===== src/hw/mfr_pkg.sv =====
// Purpose: shared constants and types for the motor fault response block
// Assumes: 40 MHz system clock
// Notes:   config field layout, retry interval timing, state encodings
`default_nettype none
package mfr_pkg;
  // clock and retry interval timing
  localparam int CLK_HZ         = 40_000_000;
  localparam int CYC_PER_MS     = CLK_HZ / 1000;
  localparam int RETRY_T0_MS    = 300;
  localparam int RETRY_T1_MS    = 500;
  localparam int RETRY_STEP_MS  = 1000;
  localparam int RETRY_T0_CYC   = RETRY_T0_MS * CYC_PER_MS;
  localparam int RETRY_T1_CYC   = RETRY_T1_MS * CYC_PER_MS;
  localparam int RETRY_STEP_CYC = RETRY_STEP_MS * CYC_PER_MS;
  localparam int TMR_W          = 32;

  // config register layout (bits above CFG_W read as zero)
  localparam int DATA_W       = 32;
  localparam int CFG_W        = 11;
  localparam int RETRY_LSB    = 7;
  localparam int RETRY_W      = 4;
  localparam int CRC_MODE_BIT = 6;
  localparam int STALL_LSB    = 3;
  localparam int STALL_W      = 3;
  localparam int POS_TMO_BIT  = 2;
  localparam int POS_RATE_BIT = 1;
  localparam int SAT_EN_BIT   = 0;
  localparam logic [CFG_W-1:0] CFG_RESET = 11'h000;

  // interval codes: 0 and 1 fixed, above that seconds = code - 1
  localparam logic [RETRY_W-1:0] RETRY_CODE_T0  = 4'h0;
  localparam logic [RETRY_W-1:0] RETRY_CODE_T1  = 4'h1;
  localparam logic [RETRY_W-1:0] RETRY_SEC_BASE = 4'h1;
  localparam int RCNT_W = 4;

  // latched or reported fault sources
  localparam int FLG_CRC_LATCH = 0;
  localparam int FLG_CRC_RPT   = 1;
  localparam int FLG_POS_TMO   = 2;
  localparam int FLG_POS_RATE  = 3;
  localparam int FLG_N         = 4;
  localparam logic [FLG_N-1:0] FLG_TRI_MASK = 4'hd;

  typedef enum logic [2:0] {
    STALL_LATCH_TRI  = 3'b000,
    STALL_LATCH_LOW  = 3'b001,
    STALL_LATCH_HIGH = 3'b010,
    STALL_RETRY_TRI  = 3'b011,
    STALL_RETRY_LOW  = 3'b100,
    STALL_RETRY_HIGH = 3'b101,
    STALL_REPORT     = 3'b110,
    STALL_OFF        = 3'b111
  } mfr_stall_e;

  typedef enum logic [1:0] {
    DRV_RUN  = 2'b00,
    DRV_TRI  = 2'b01,
    DRV_LOW  = 2'b10,
    DRV_HIGH = 2'b11
  } mfr_drive_e;

  typedef enum logic [1:0] {
    LK_IDLE    = 2'b00,
    LK_RETRY   = 2'b01,
    LK_LATCHED = 2'b10,
    LK_REPORT  = 2'b11
  } mfr_lock_e;
endpackage
`default_nettype wire


===== src/hw/mfr_ifs.sv =====
// Purpose: carriers between the fault response core and its helpers
// Assumes: all users on sys_clk
// Notes:   timer start is a one-cycle pulse, expire likewise
`timescale 1ns/1ps
`default_nettype none
interface mfr_timer_if;
  logic                     start;
  logic [mfr_pkg::TMR_W-1:0] load;
  logic                     expire;
  modport ctl (output start, output load, input expire);
  modport tmr (input start, input load, output expire);
endinterface

interface mfr_flag_if #(parameter int N = mfr_pkg::FLG_N);
  logic [N-1:0] set;
  logic [N-1:0] en;
  logic         clr;
  logic [N-1:0] flags;
  modport src  (output set, output en, output clr, input flags);
  modport bank (input set, input en, input clr, output flags);
endinterface
`default_nettype wire


===== src/hw/mfr_fault_response.sv =====
// Purpose: fault response configuration and power stage / indicator control
// Assumes: event inputs are synchronous one-cycle pulses from the detectors
// Notes:   config word arrives through the host port front end
//
// Functional notes
// interval code 0 = 300 ms, 1 = 500 ms, 2..F = 1..14 s.
// checksum mode 0: error latches fault, indicator on, stage tristated.
// checksum mode 1: error only reported on indicator, stage keeps running.
// stall codes 0-2 latch fault, indicator on; tristate, low or high brake.
// code 3 auto-clears after interval; beyond retry limit latches tristated.
// code 4 auto-clears after interval; low brake while fault active.
// code 5 auto-clears; beyond retry limit latches with high brake.
// code 6 reports lock on indicator only, drive unchanged.
// code 7 ignores lock detection entirely.
// bit 2 enables the position detection timeout fault.
// bit 1 enables the position detection rate fault.
// bit 0 enables current and speed loop saturation indication.
// latched faults hold action and indicator until host clear or reset.
`timescale 1ns/1ps
`default_nettype none
module mfr_fault_response #(
  parameter int RETRY_T0_CYC   = mfr_pkg::RETRY_T0_CYC,
  parameter int RETRY_T1_CYC   = mfr_pkg::RETRY_T1_CYC,
  parameter int RETRY_STEP_CYC = mfr_pkg::RETRY_STEP_CYC
) (
  input  wire logic                         sys_clk,
  input  wire logic                         rst_n,
  input  wire logic                         cfg_wr_en,
  input  wire logic [mfr_pkg::DATA_W-1:0]   cfg_wr_data,
  output logic      [mfr_pkg::DATA_W-1:0]   cfg_rd_data,
  input  wire logic [mfr_pkg::RCNT_W-1:0]   retry_count_limit,
  input  wire logic                         fault_clear,
  input  wire logic                         lock_detect,
  input  wire logic                         i2c_crc_err,
  input  wire logic                         pos_detect_timeout,
  input  wire logic                         pos_detect_rate_err,
  input  wire logic                         current_loop_sat,
  input  wire logic                         speed_loop_sat,
  output logic                              fault_indicator_out_n,
  output logic                              stage_tristate,
  output logic                              stage_low_brake,
  output logic                              stage_high_brake,
  output logic                              current_sat_flag,
  output logic                              speed_sat_flag,
  output logic      [mfr_pkg::RCNT_W-1:0]   retry_count,
  output logic      [1:0]                   lock_state,
  output logic      [mfr_pkg::FLG_N-1:0]    fault_sources
);
  typedef struct packed {
    logic [mfr_pkg::CFG_W-1:0]  cfg;
    mfr_pkg::mfr_lock_e         lk;
    mfr_pkg::mfr_drive_e        lk_drv;
    logic [mfr_pkg::RCNT_W-1:0] rcnt;
    logic                       flt_n;
    logic                       tri_o;
    logic                       low_o;
    logic                       high_o;
    logic [1:0]                 sat;
  } mfr_main_s;

  localparam mfr_main_s MAIN_RST = '{
    cfg:    mfr_pkg::CFG_RESET,
    lk:     mfr_pkg::LK_IDLE,
    lk_drv: mfr_pkg::DRV_RUN,
    rcnt:   '0,
    flt_n:  1'b1,
    tri_o:  1'b0,
    low_o:  1'b0,
    high_o: 1'b0,
    sat:    2'h0
  };

  mfr_main_s            q;
  mfr_main_s            d;
  mfr_pkg::mfr_stall_e  stall;
  mfr_pkg::mfr_drive_e  drv;
  logic [mfr_pkg::RETRY_W-1:0] retry_code;
  logic                 crc_report_only;
  logic                 lock_hit;
  logic                 any_tri_flag;

  mfr_timer_if tif ();
  mfr_flag_if #(.N(mfr_pkg::FLG_N)) fif ();

  mfr_retry_timer u_timer (
    .sys_clk (sys_clk),
    .rst_n   (rst_n),
    .tif     (tif)
  );

  mfr_flag_bank #(.N(mfr_pkg::FLG_N)) u_flags (
    .sys_clk (sys_clk),
    .rst_n   (rst_n),
    .fif     (fif)
  );

  // interval code to cycles; multiply kept in 32 bits (14 s fits)
  function automatic logic [mfr_pkg::TMR_W-1:0] interval_cyc(
    input logic [mfr_pkg::RETRY_W-1:0] code
  );
    logic [mfr_pkg::TMR_W-1:0] secs;
    secs = mfr_pkg::TMR_W'(code - mfr_pkg::RETRY_SEC_BASE);
    if (code == mfr_pkg::RETRY_CODE_T0) begin
      interval_cyc = mfr_pkg::TMR_W'(RETRY_T0_CYC);
    end else if (code == mfr_pkg::RETRY_CODE_T1) begin
      interval_cyc = mfr_pkg::TMR_W'(RETRY_T1_CYC);
    end else begin
      interval_cyc = mfr_pkg::TMR_W'(secs * RETRY_STEP_CYC);
    end
  endfunction

  // brake or tristate action that a stall code calls for
  function automatic mfr_pkg::mfr_drive_e stall_drive(
    input mfr_pkg::mfr_stall_e m
  );
    case (m)
      mfr_pkg::STALL_LATCH_TRI,
      mfr_pkg::STALL_RETRY_TRI:  stall_drive = mfr_pkg::DRV_TRI;
      mfr_pkg::STALL_LATCH_LOW,
      mfr_pkg::STALL_RETRY_LOW:  stall_drive = mfr_pkg::DRV_LOW;
      mfr_pkg::STALL_LATCH_HIGH,
      mfr_pkg::STALL_RETRY_HIGH: stall_drive = mfr_pkg::DRV_HIGH;
      default:                   stall_drive = mfr_pkg::DRV_RUN;
    endcase
  endfunction

  // config field decode from the stored word
  assign retry_code = q.cfg[mfr_pkg::RETRY_LSB +: mfr_pkg::RETRY_W];
  assign stall = mfr_pkg::mfr_stall_e'(
                   q.cfg[mfr_pkg::STALL_LSB +: mfr_pkg::STALL_W]);
  assign crc_report_only = q.cfg[mfr_pkg::CRC_MODE_BIT];
  assign lock_hit = lock_detect & (stall != mfr_pkg::STALL_OFF);

  // sticky sources: checksum goes to exactly one of latch or report
  always_comb begin
    fif.set = '0;
    fif.en  = '0;
    fif.set[mfr_pkg::FLG_CRC_LATCH] = i2c_crc_err;
    fif.set[mfr_pkg::FLG_CRC_RPT]   = i2c_crc_err;
    fif.set[mfr_pkg::FLG_POS_TMO]   = pos_detect_timeout;
    fif.set[mfr_pkg::FLG_POS_RATE]  = pos_detect_rate_err;
    fif.en[mfr_pkg::FLG_CRC_LATCH]  = ~crc_report_only;
    fif.en[mfr_pkg::FLG_CRC_RPT]    = crc_report_only;
    fif.en[mfr_pkg::FLG_POS_TMO]    = q.cfg[mfr_pkg::POS_TMO_BIT];
    fif.en[mfr_pkg::FLG_POS_RATE]   = q.cfg[mfr_pkg::POS_RATE_BIT];
    fif.clr = fault_clear;
  end

  assign tif.load = interval_cyc(retry_code);
  assign any_tri_flag = |(fif.flags & mfr_pkg::FLG_TRI_MASK);

  // how the lock path behaves, seen from the power stage:
  //  - idle: drive runs, indicator follows only the sticky flags
  //  - latched kinds (codes 0-2) go straight to the latched state and
  //    hold their brake or tristate until the host clears
  //  - retry kinds (codes 3-5) start the interval timer and count one
  //    retry; the brake or tristate holds while the timer runs
  //  - when the timer expires the drive is released again, but the
  //    retry count stays, so repeated stalls use up the allowance
  //  - once the count has reached the limit the next stall latches
  //    with the same action that the retries used
  //  - the retry count is only cleared by the host clear, never by
  //    a successful restart; a motor that stalls rarely but steadily
  //    therefore ends latched, which is the safer side to fail on
  //  - report kind (code 6) only pulls the indicator low; it is
  //    sticky like the report-only checksum flag
  //  - code 7 masks the detector before anything else looks at it
  //
  // hazards and trade-offs:
  //  - a config write while a retry runs changes the action only at
  //    the next stall; the running interval keeps its old length,
  //    since the load value is taken at the start pulse
  //  - lock pulses while the state is not idle are ignored, except
  //    that they block a clear in the same cycle; a held detector
  //    therefore keeps the fault, which is what the clear should see
  //  - stage outputs are decoded from one drive value, so at most one
  //    of tristate, low brake and high brake is ever high
  //  - a latched checksum or position fault wins over any brake: the
  //    tristate is the only action that is safe for every cause
  //  - indicator and stage outputs come from flip-flops, so a lock is
  //    seen one edge after the event, a sticky flag two edges after
  //
  // lock state machine plus registered outputs; a lock event in the
  // clear cycle keeps the fault so the event is never dropped
  always_comb begin
    d         = q;
    tif.start = 1'b0;
    drv       = mfr_pkg::DRV_RUN;
    if (cfg_wr_en) begin
      d.cfg = cfg_wr_data[mfr_pkg::CFG_W-1:0];
    end
    case (q.lk)
      mfr_pkg::LK_IDLE: begin
        if (lock_hit) begin
          case (stall)
            mfr_pkg::STALL_LATCH_TRI,
            mfr_pkg::STALL_LATCH_LOW,
            mfr_pkg::STALL_LATCH_HIGH: begin
              d.lk     = mfr_pkg::LK_LATCHED;
              d.lk_drv = stall_drive(stall);
            end
            mfr_pkg::STALL_RETRY_TRI,
            mfr_pkg::STALL_RETRY_LOW,
            mfr_pkg::STALL_RETRY_HIGH: begin
              d.lk_drv = stall_drive(stall);
              if (q.rcnt >= retry_count_limit) begin
                d.lk = mfr_pkg::LK_LATCHED;
              end else begin
                d.lk      = mfr_pkg::LK_RETRY;
                d.rcnt    = q.rcnt + 4'h1;
                tif.start = 1'b1;
              end
            end
            mfr_pkg::STALL_REPORT: begin
              d.lk     = mfr_pkg::LK_REPORT;
              d.lk_drv = mfr_pkg::DRV_RUN;
            end
            default: begin
              d.lk = mfr_pkg::LK_IDLE;
            end
          endcase
        end else if (fault_clear) begin
          d.rcnt = '0;
        end
      end
      mfr_pkg::LK_RETRY: begin
        if (fault_clear && !lock_hit) begin
          d.lk     = mfr_pkg::LK_IDLE;
          d.lk_drv = mfr_pkg::DRV_RUN;
          d.rcnt   = '0;
        end else if (tif.expire) begin
          d.lk     = mfr_pkg::LK_IDLE;
          d.lk_drv = mfr_pkg::DRV_RUN;
        end
      end
      mfr_pkg::LK_LATCHED,
      mfr_pkg::LK_REPORT: begin
        if (fault_clear && !lock_hit) begin
          d.lk     = mfr_pkg::LK_IDLE;
          d.lk_drv = mfr_pkg::DRV_RUN;
          d.rcnt   = '0;
        end
      end
      default: begin
        d.lk = mfr_pkg::LK_IDLE;
      end
    endcase

    // latched non-lock faults force tristate over any brake
    drv = any_tri_flag ? mfr_pkg::DRV_TRI : d.lk_drv;
    d.flt_n  = ~((|fif.flags) | (d.lk != mfr_pkg::LK_IDLE));
    d.tri_o  = (drv == mfr_pkg::DRV_TRI);
    d.low_o  = (drv == mfr_pkg::DRV_LOW);
    d.high_o = (drv == mfr_pkg::DRV_HIGH);
    d.sat    = {speed_loop_sat, current_loop_sat}
               & {2{q.cfg[mfr_pkg::SAT_EN_BIT]}};
  end

  always_ff @(posedge sys_clk or negedge rst_n) begin
    if (!rst_n) begin
      q <= MAIN_RST;
    end else begin
      q <= d;
    end
  end

  // all outputs straight from flip-flops
  assign cfg_rd_data = {{(mfr_pkg::DATA_W - mfr_pkg::CFG_W){1'b0}}, q.cfg};
  assign fault_indicator_out_n = q.flt_n;
  assign stage_tristate   = q.tri_o;
  assign stage_low_brake  = q.low_o;
  assign stage_high_brake = q.high_o;
  assign current_sat_flag = q.sat[0];
  assign speed_sat_flag   = q.sat[1];
  assign retry_count      = q.rcnt;
  assign lock_state       = q.lk;
  assign fault_sources    = fif.flags;
endmodule
`default_nettype wire


===== src/hw/mfr_retry_timer.sv =====
// Purpose: one-shot down counter timing the lock retry interval
// Assumes: load is at least one cycle
// Notes:   a new start reloads, so no stale expiry can follow it
`timescale 1ns/1ps
`default_nettype none
module mfr_retry_timer (
  input wire logic sys_clk,
  input wire logic rst_n,
  mfr_timer_if.tmr tif
);
  typedef struct packed {
    logic [mfr_pkg::TMR_W-1:0] cnt;
    logic                      run;
    logic                      exp;
  } mfr_tmr_s;

  mfr_tmr_s q;
  mfr_tmr_s d;

  // count down; expire pulses for one cycle as the count runs out
  always_comb begin
    d     = q;
    d.exp = 1'b0;
    if (tif.start) begin
      d.cnt = tif.load;
      d.run = 1'b1;
    end else if (q.run) begin
      if (q.cnt <= 32'h0000_0001) begin
        d.run = 1'b0;
        d.exp = 1'b1;
      end else begin
        d.cnt = q.cnt - 32'h0000_0001;
      end
    end
  end

  always_ff @(posedge sys_clk or negedge rst_n) begin
    if (!rst_n) begin
      q <= '0;
    end else begin
      q <= d;
    end
  end

  assign tif.expire = q.exp;
endmodule
`default_nettype wire


===== src/hw/mfr_flag_bank.sv =====
// Purpose: sticky fault flags, one per source, with a shared clear
// Assumes: set and clear are synchronous single-cycle strobes
// Notes:   a set in the clear cycle survives, so no event is lost
`timescale 1ns/1ps
`default_nettype none
module mfr_flag_bank #(
  parameter int N = mfr_pkg::FLG_N
) (
  input wire logic  sys_clk,
  input wire logic  rst_n,
  mfr_flag_if.bank  fif
);
  typedef struct packed {
    logic [N-1:0] f;
  } mfr_flag_s;

  mfr_flag_s    q;
  mfr_flag_s    d;
  logic [N-1:0] nxt;

  // per source: gated set wins over the clear
  for (genvar gi = 0; gi < N; gi++) begin : g_bit
    assign nxt[gi] = (fif.set[gi] & fif.en[gi]) | (q.f[gi] & ~fif.clr);
  end

  always_comb begin
    d   = q;
    d.f = nxt;
  end

  always_ff @(posedge sys_clk or negedge rst_n) begin
    if (!rst_n) begin
      q <= '0;
    end else begin
      q <= d;
    end
  end

  assign fif.flags = q.f;
endmodule
`default_nettype wire


===== config.mk =====
export PLATFORM = sky130hd
export DESIGN_NAME = mfr_fault_response
export DESIGN_NICKNAME = d
export VERILOG_FILES = /design/src/hw/mfr_pkg.sv /design/src/hw/mfr_ifs.sv /design/src/hw/mfr_fault_response.sv /design/src/hw/mfr_retry_timer.sv /design/src/hw/mfr_flag_bank.sv
export SDC_FILE = /design/constraint.sdc
export NUM_CORES = 1
export LEC_CHECK = 0
export BUFFER_PORTS_ARGS = -buffer_cell sky130_fd_sc_hd__buf_2
export CORE_MARGIN = 3
export CORE_UTILIZATION = 60
export CTS_BUF_LIST = sky130_fd_sc_hd__clkbuf_4
export DETAILED_ROUTE_END_ITERATION = 12
export GPL_ROUTABILITY_DRIVEN = 1
export GPL_TIMING_DRIVEN = 0
export PLACE_DENSITY = 0.84
export SLEW_MARGIN = 20
export SYNTH_ARGS = -nofsm -noshare
export SYNTH_HDL_FRONTEND = slang
export SYNTH_SLANG_ARGS = --single-unit

===== constraint.sdc =====
create_clock -name sys_clk -period 8.1 [get_ports sys_clk]
set_clock_uncertainty 0.05 [all_clocks]
set_input_delay 1.62 -clock sys_clk [delete_from_list [all_inputs] [get_ports sys_clk]]
set_output_delay 1.62 -clock sys_clk [all_outputs]
set_load 0.01 [all_outputs]

==> out/metrics.yaml <==
vias_per_cell: 5.626
synth-adder-area-share: 0.2239
cts_inserted_buffers: 9
wire_per_inst_um: 15.70
root_buffer: "clkbuf_4"
yosysMostFrequentCell: "ha_1"
cts_max_path_buffers: 2
gp_congestion: 0.8910
status: "finished clean"
use_met1: 0.3259
fin_tns_setup_ps: 0
synth_area_leaders: "dfrtp_1 (26%), ha_1 (16%), fa_1 (6.8%)"
globalRouteMet3Util: 0.04654
peakVddDrop_mv: 0.1737
post-route-util: 0.6937
initialDrtViolationCount: 343
arrival_ps: 7280
ant_nets: 0
yosysSeqAreaShare: 0.2663
grt_max_degree: 64
dr.pass1.iters: 5
crit_path_start_kind: "flop"
clk_pin_slew_ps: 120
finalSetupViolations: 0
multi_input_area_um2: 3767
io_buffers: 51
fin_crit_ps: 7020
cp-end-kind: "flop"
ys_top_cells_by_count: "ha_1 (74), inv_1 (73), dfrtp_1 (62)"
fp-row-count: 35
cts_setup_buffers: 0
fillerInstances: 742
yosys_warnings: 0
critical_path_class: "flop to flop"
route.vias.total: 4883
ys_types: 66
synth_top_family_by_area: "adder cells"
seqCellArea_um2: 1578
fp.dieH_um: 105.4
track_usage: 0.2526
finalWirelength_mm: 13.63
place_inst: 852
hold_path_class: "flop to flop"
grt_pass1_wl_mm: 22.86
rsz0062_at_grt: "no"
overflow: 0
dp_hpwl_mm: 10.76
drv_slew: 0
drc: 0
die_area_um2: 11100
cts_tree: "yes"
fp.dieW_um: 105.4
relSlewSlack: 0.4058
ys_seq_elements: 63
cpMaxStageDelayCell: "a2111oi_0"
gr-max-usage-layer: "met2"
synth_largest_area_cell: "dfrtp_1"
synth_compound_area_frac: 0.1379
clock_latency_ps: 430
critPathMaxStageDelay_ps: 790
p_per_area_nw_per_um2: 287.4
fin_nets: 874
cp_max_fo: 20
p_total_mw: 1.877
gr-usage-met2: 0.4290
timing.hold.ws_ps: 437.0
synth_ff_type: "dfrtp_1"
synth-xor-area-share: 0.07392
power.leakage_nw: 3.223
ios: 94
drive_gt1_frac: 0.1908
core_um2: 9415
path_cells: "inv_1 -> ha_1 -> nand2_1 -> inv_1 -> ha_1 -> ha_1 -> ha_1 -> fa_1 -> ha_1 -> inv_1 -> fa_1 -> inv_1 -> ha_1 -> o211ai_1 -> o211ai_1 -> a2111oi_0 -> nor4_1 -> a211oi_1 -> a211oi_1 -> a211o_1"
syn_inst: 652
ctsResizeCount: 0
first_global_vias: 4773
finalCritPeriodShare: 0.8667
stdcell_count: 868
antenna_found_initial: 0
area_growth_pct: 10.24
synth_edf_count: 0
cpMostUsedCell: "ha_1"
async_flop_share: 1.000
start_util: 0.6292
ctsHoldBuffers: 0
post-synth-top-area-fraction: 0.2619
netlist_area_um2: 5924
hold_violations: 0
drv_cap: 0
clock-sinks: 63
worstPathRequired_ps: 8360
worst_slew_pin_slew_ps: 868.8
max_freq_mhz: 142.4
antenna_cells: 0
synthSimpleGateAreaFrac: 0.1607
cts_max_level: 3
syn_avg_cell_area_um2: 9.087
muxShareOfSynthArea: 0.02619
## power breakdown
part	total [mW]	switching, mW	leakage, nW	internal (mW)
Combinational	1.17	0.659	2.40	0.508
Clock	0.189	0.124	0.0598	0.0648
Sequential	0.522	0.109	0.764	0.413
## logic make-up after synthesis
| group | count (synthesis) |
|---|---|
| AND/OR/NAND/NOR | 179 |
| buffers and inverters | 127 |
| AO/OA/AOI/OAI | 124 |
| adder cells (fa/ha/maj) | 94 |
| flip-flops | 63 |
| XOR/XNOR | 50 |
| multiplexers | 14 |
| other | 1 |
## layout by cell type, fill, tap and decap left out, drive strengths merged, types with 10 or more instances in the layout
cell / synthesis / layout
a21oi: 26 / 26
buf: 44 / 95
clkbuf: 9 / 19
conb: 1 / 21
dfrtp: 62 / 62
fa: 20 / 20
ha: 74 / 74
inv: 73 / 73
mux2: 12 / 12
nand2: 41 / 41
nand3: 11 / 11
nor2: 48 / 48
nor3: 12 / 12
nor4: 15 / 15
o21ai: 31 / 31
or3: 10 / 10
xnor2: 35 / 35
xor2: 15 / 15
## sequential cells by signal (all words and copies together) (netlist names)
signal,cells
u_timer.q,33
stage_tristate,1
current_sat_flag,1
cfg_rd_data,11
speed_sat_flag,1
fault_indicator_out_n,1
stage_high_brake,1
u_timer.tif.expire,1
q,2
stage_low_brake,1
u_flags.fif.flags,4
lock_state,2
retry_count,4
## worst max-delay path: cells and delay by family, from the launching register on
kind | cells | cell delay, ps
adders and majority gates | 8 | 2800
and+or+nand+nor | 2 | 480
buffers and inverters | 4 | 1110
AOI/OAI and AO/OA | 6 | 1950
DFF | 1 | 530
## layer usage
layer | share of wire | wire length (um)
met3 | 0.049 | 663
met4 | 0.014 | 192
met5 | 0 | 0
met2 | 0.49 | 6723
met1 | 0.44 | 6045
## final cells by class
cell class,instances,share of cell area
multi-input combinational,482,0.5768
buffer,54,0.05824
clock inverter,6,0.005747
sequential,63,0.2416
inverter,73,0.04195
tap,129,0.02471
clock buffer,10,0.01149
timing repair buffer,51,0.03946
## through the flow
stage          cell area [um^2]  setup WS, ps
2_1_floorplan              6000          2213
3_3_place_gp               6416          1226
3_5_place_dp               6419          1169
4_1_cts                    6531          1136
5_1_grt                    6531         693.8
6_report                   6531          1080
## final timing paths
check                      slack (ps)                             end  depth (start not counted)                  startpoint
hold / removal                    440  u_flags.fif.flags[0]$_DFF_PN0_                          1  cfg_rd_data[6]$_DFFE_PN0P_
min in group asynchronous        1210        u_timer.q[5]$_DFFE_PN0P_                          1                       rst_n
max in group asynchronous        6240      cfg_rd_data[4]$_DFFE_PN0P_                          1                       rst_n
setup / recovery                 1080       u_timer.q[32]$_DFFE_PN0P_                         20  cfg_rd_data[7]$_DFFE_PN0P_
setup reg to reg                 1080       u_timer.q[32]$_DFFE_PN0P_                         20  cfg_rd_data[7]$_DFFE_PN0P_
hold reg to reg                   440  u_flags.fif.flags[0]$_DFF_PN0_                          1  cfg_rd_data[6]$_DFFE_PN0P_
Power figures use the tool's default switching activity.
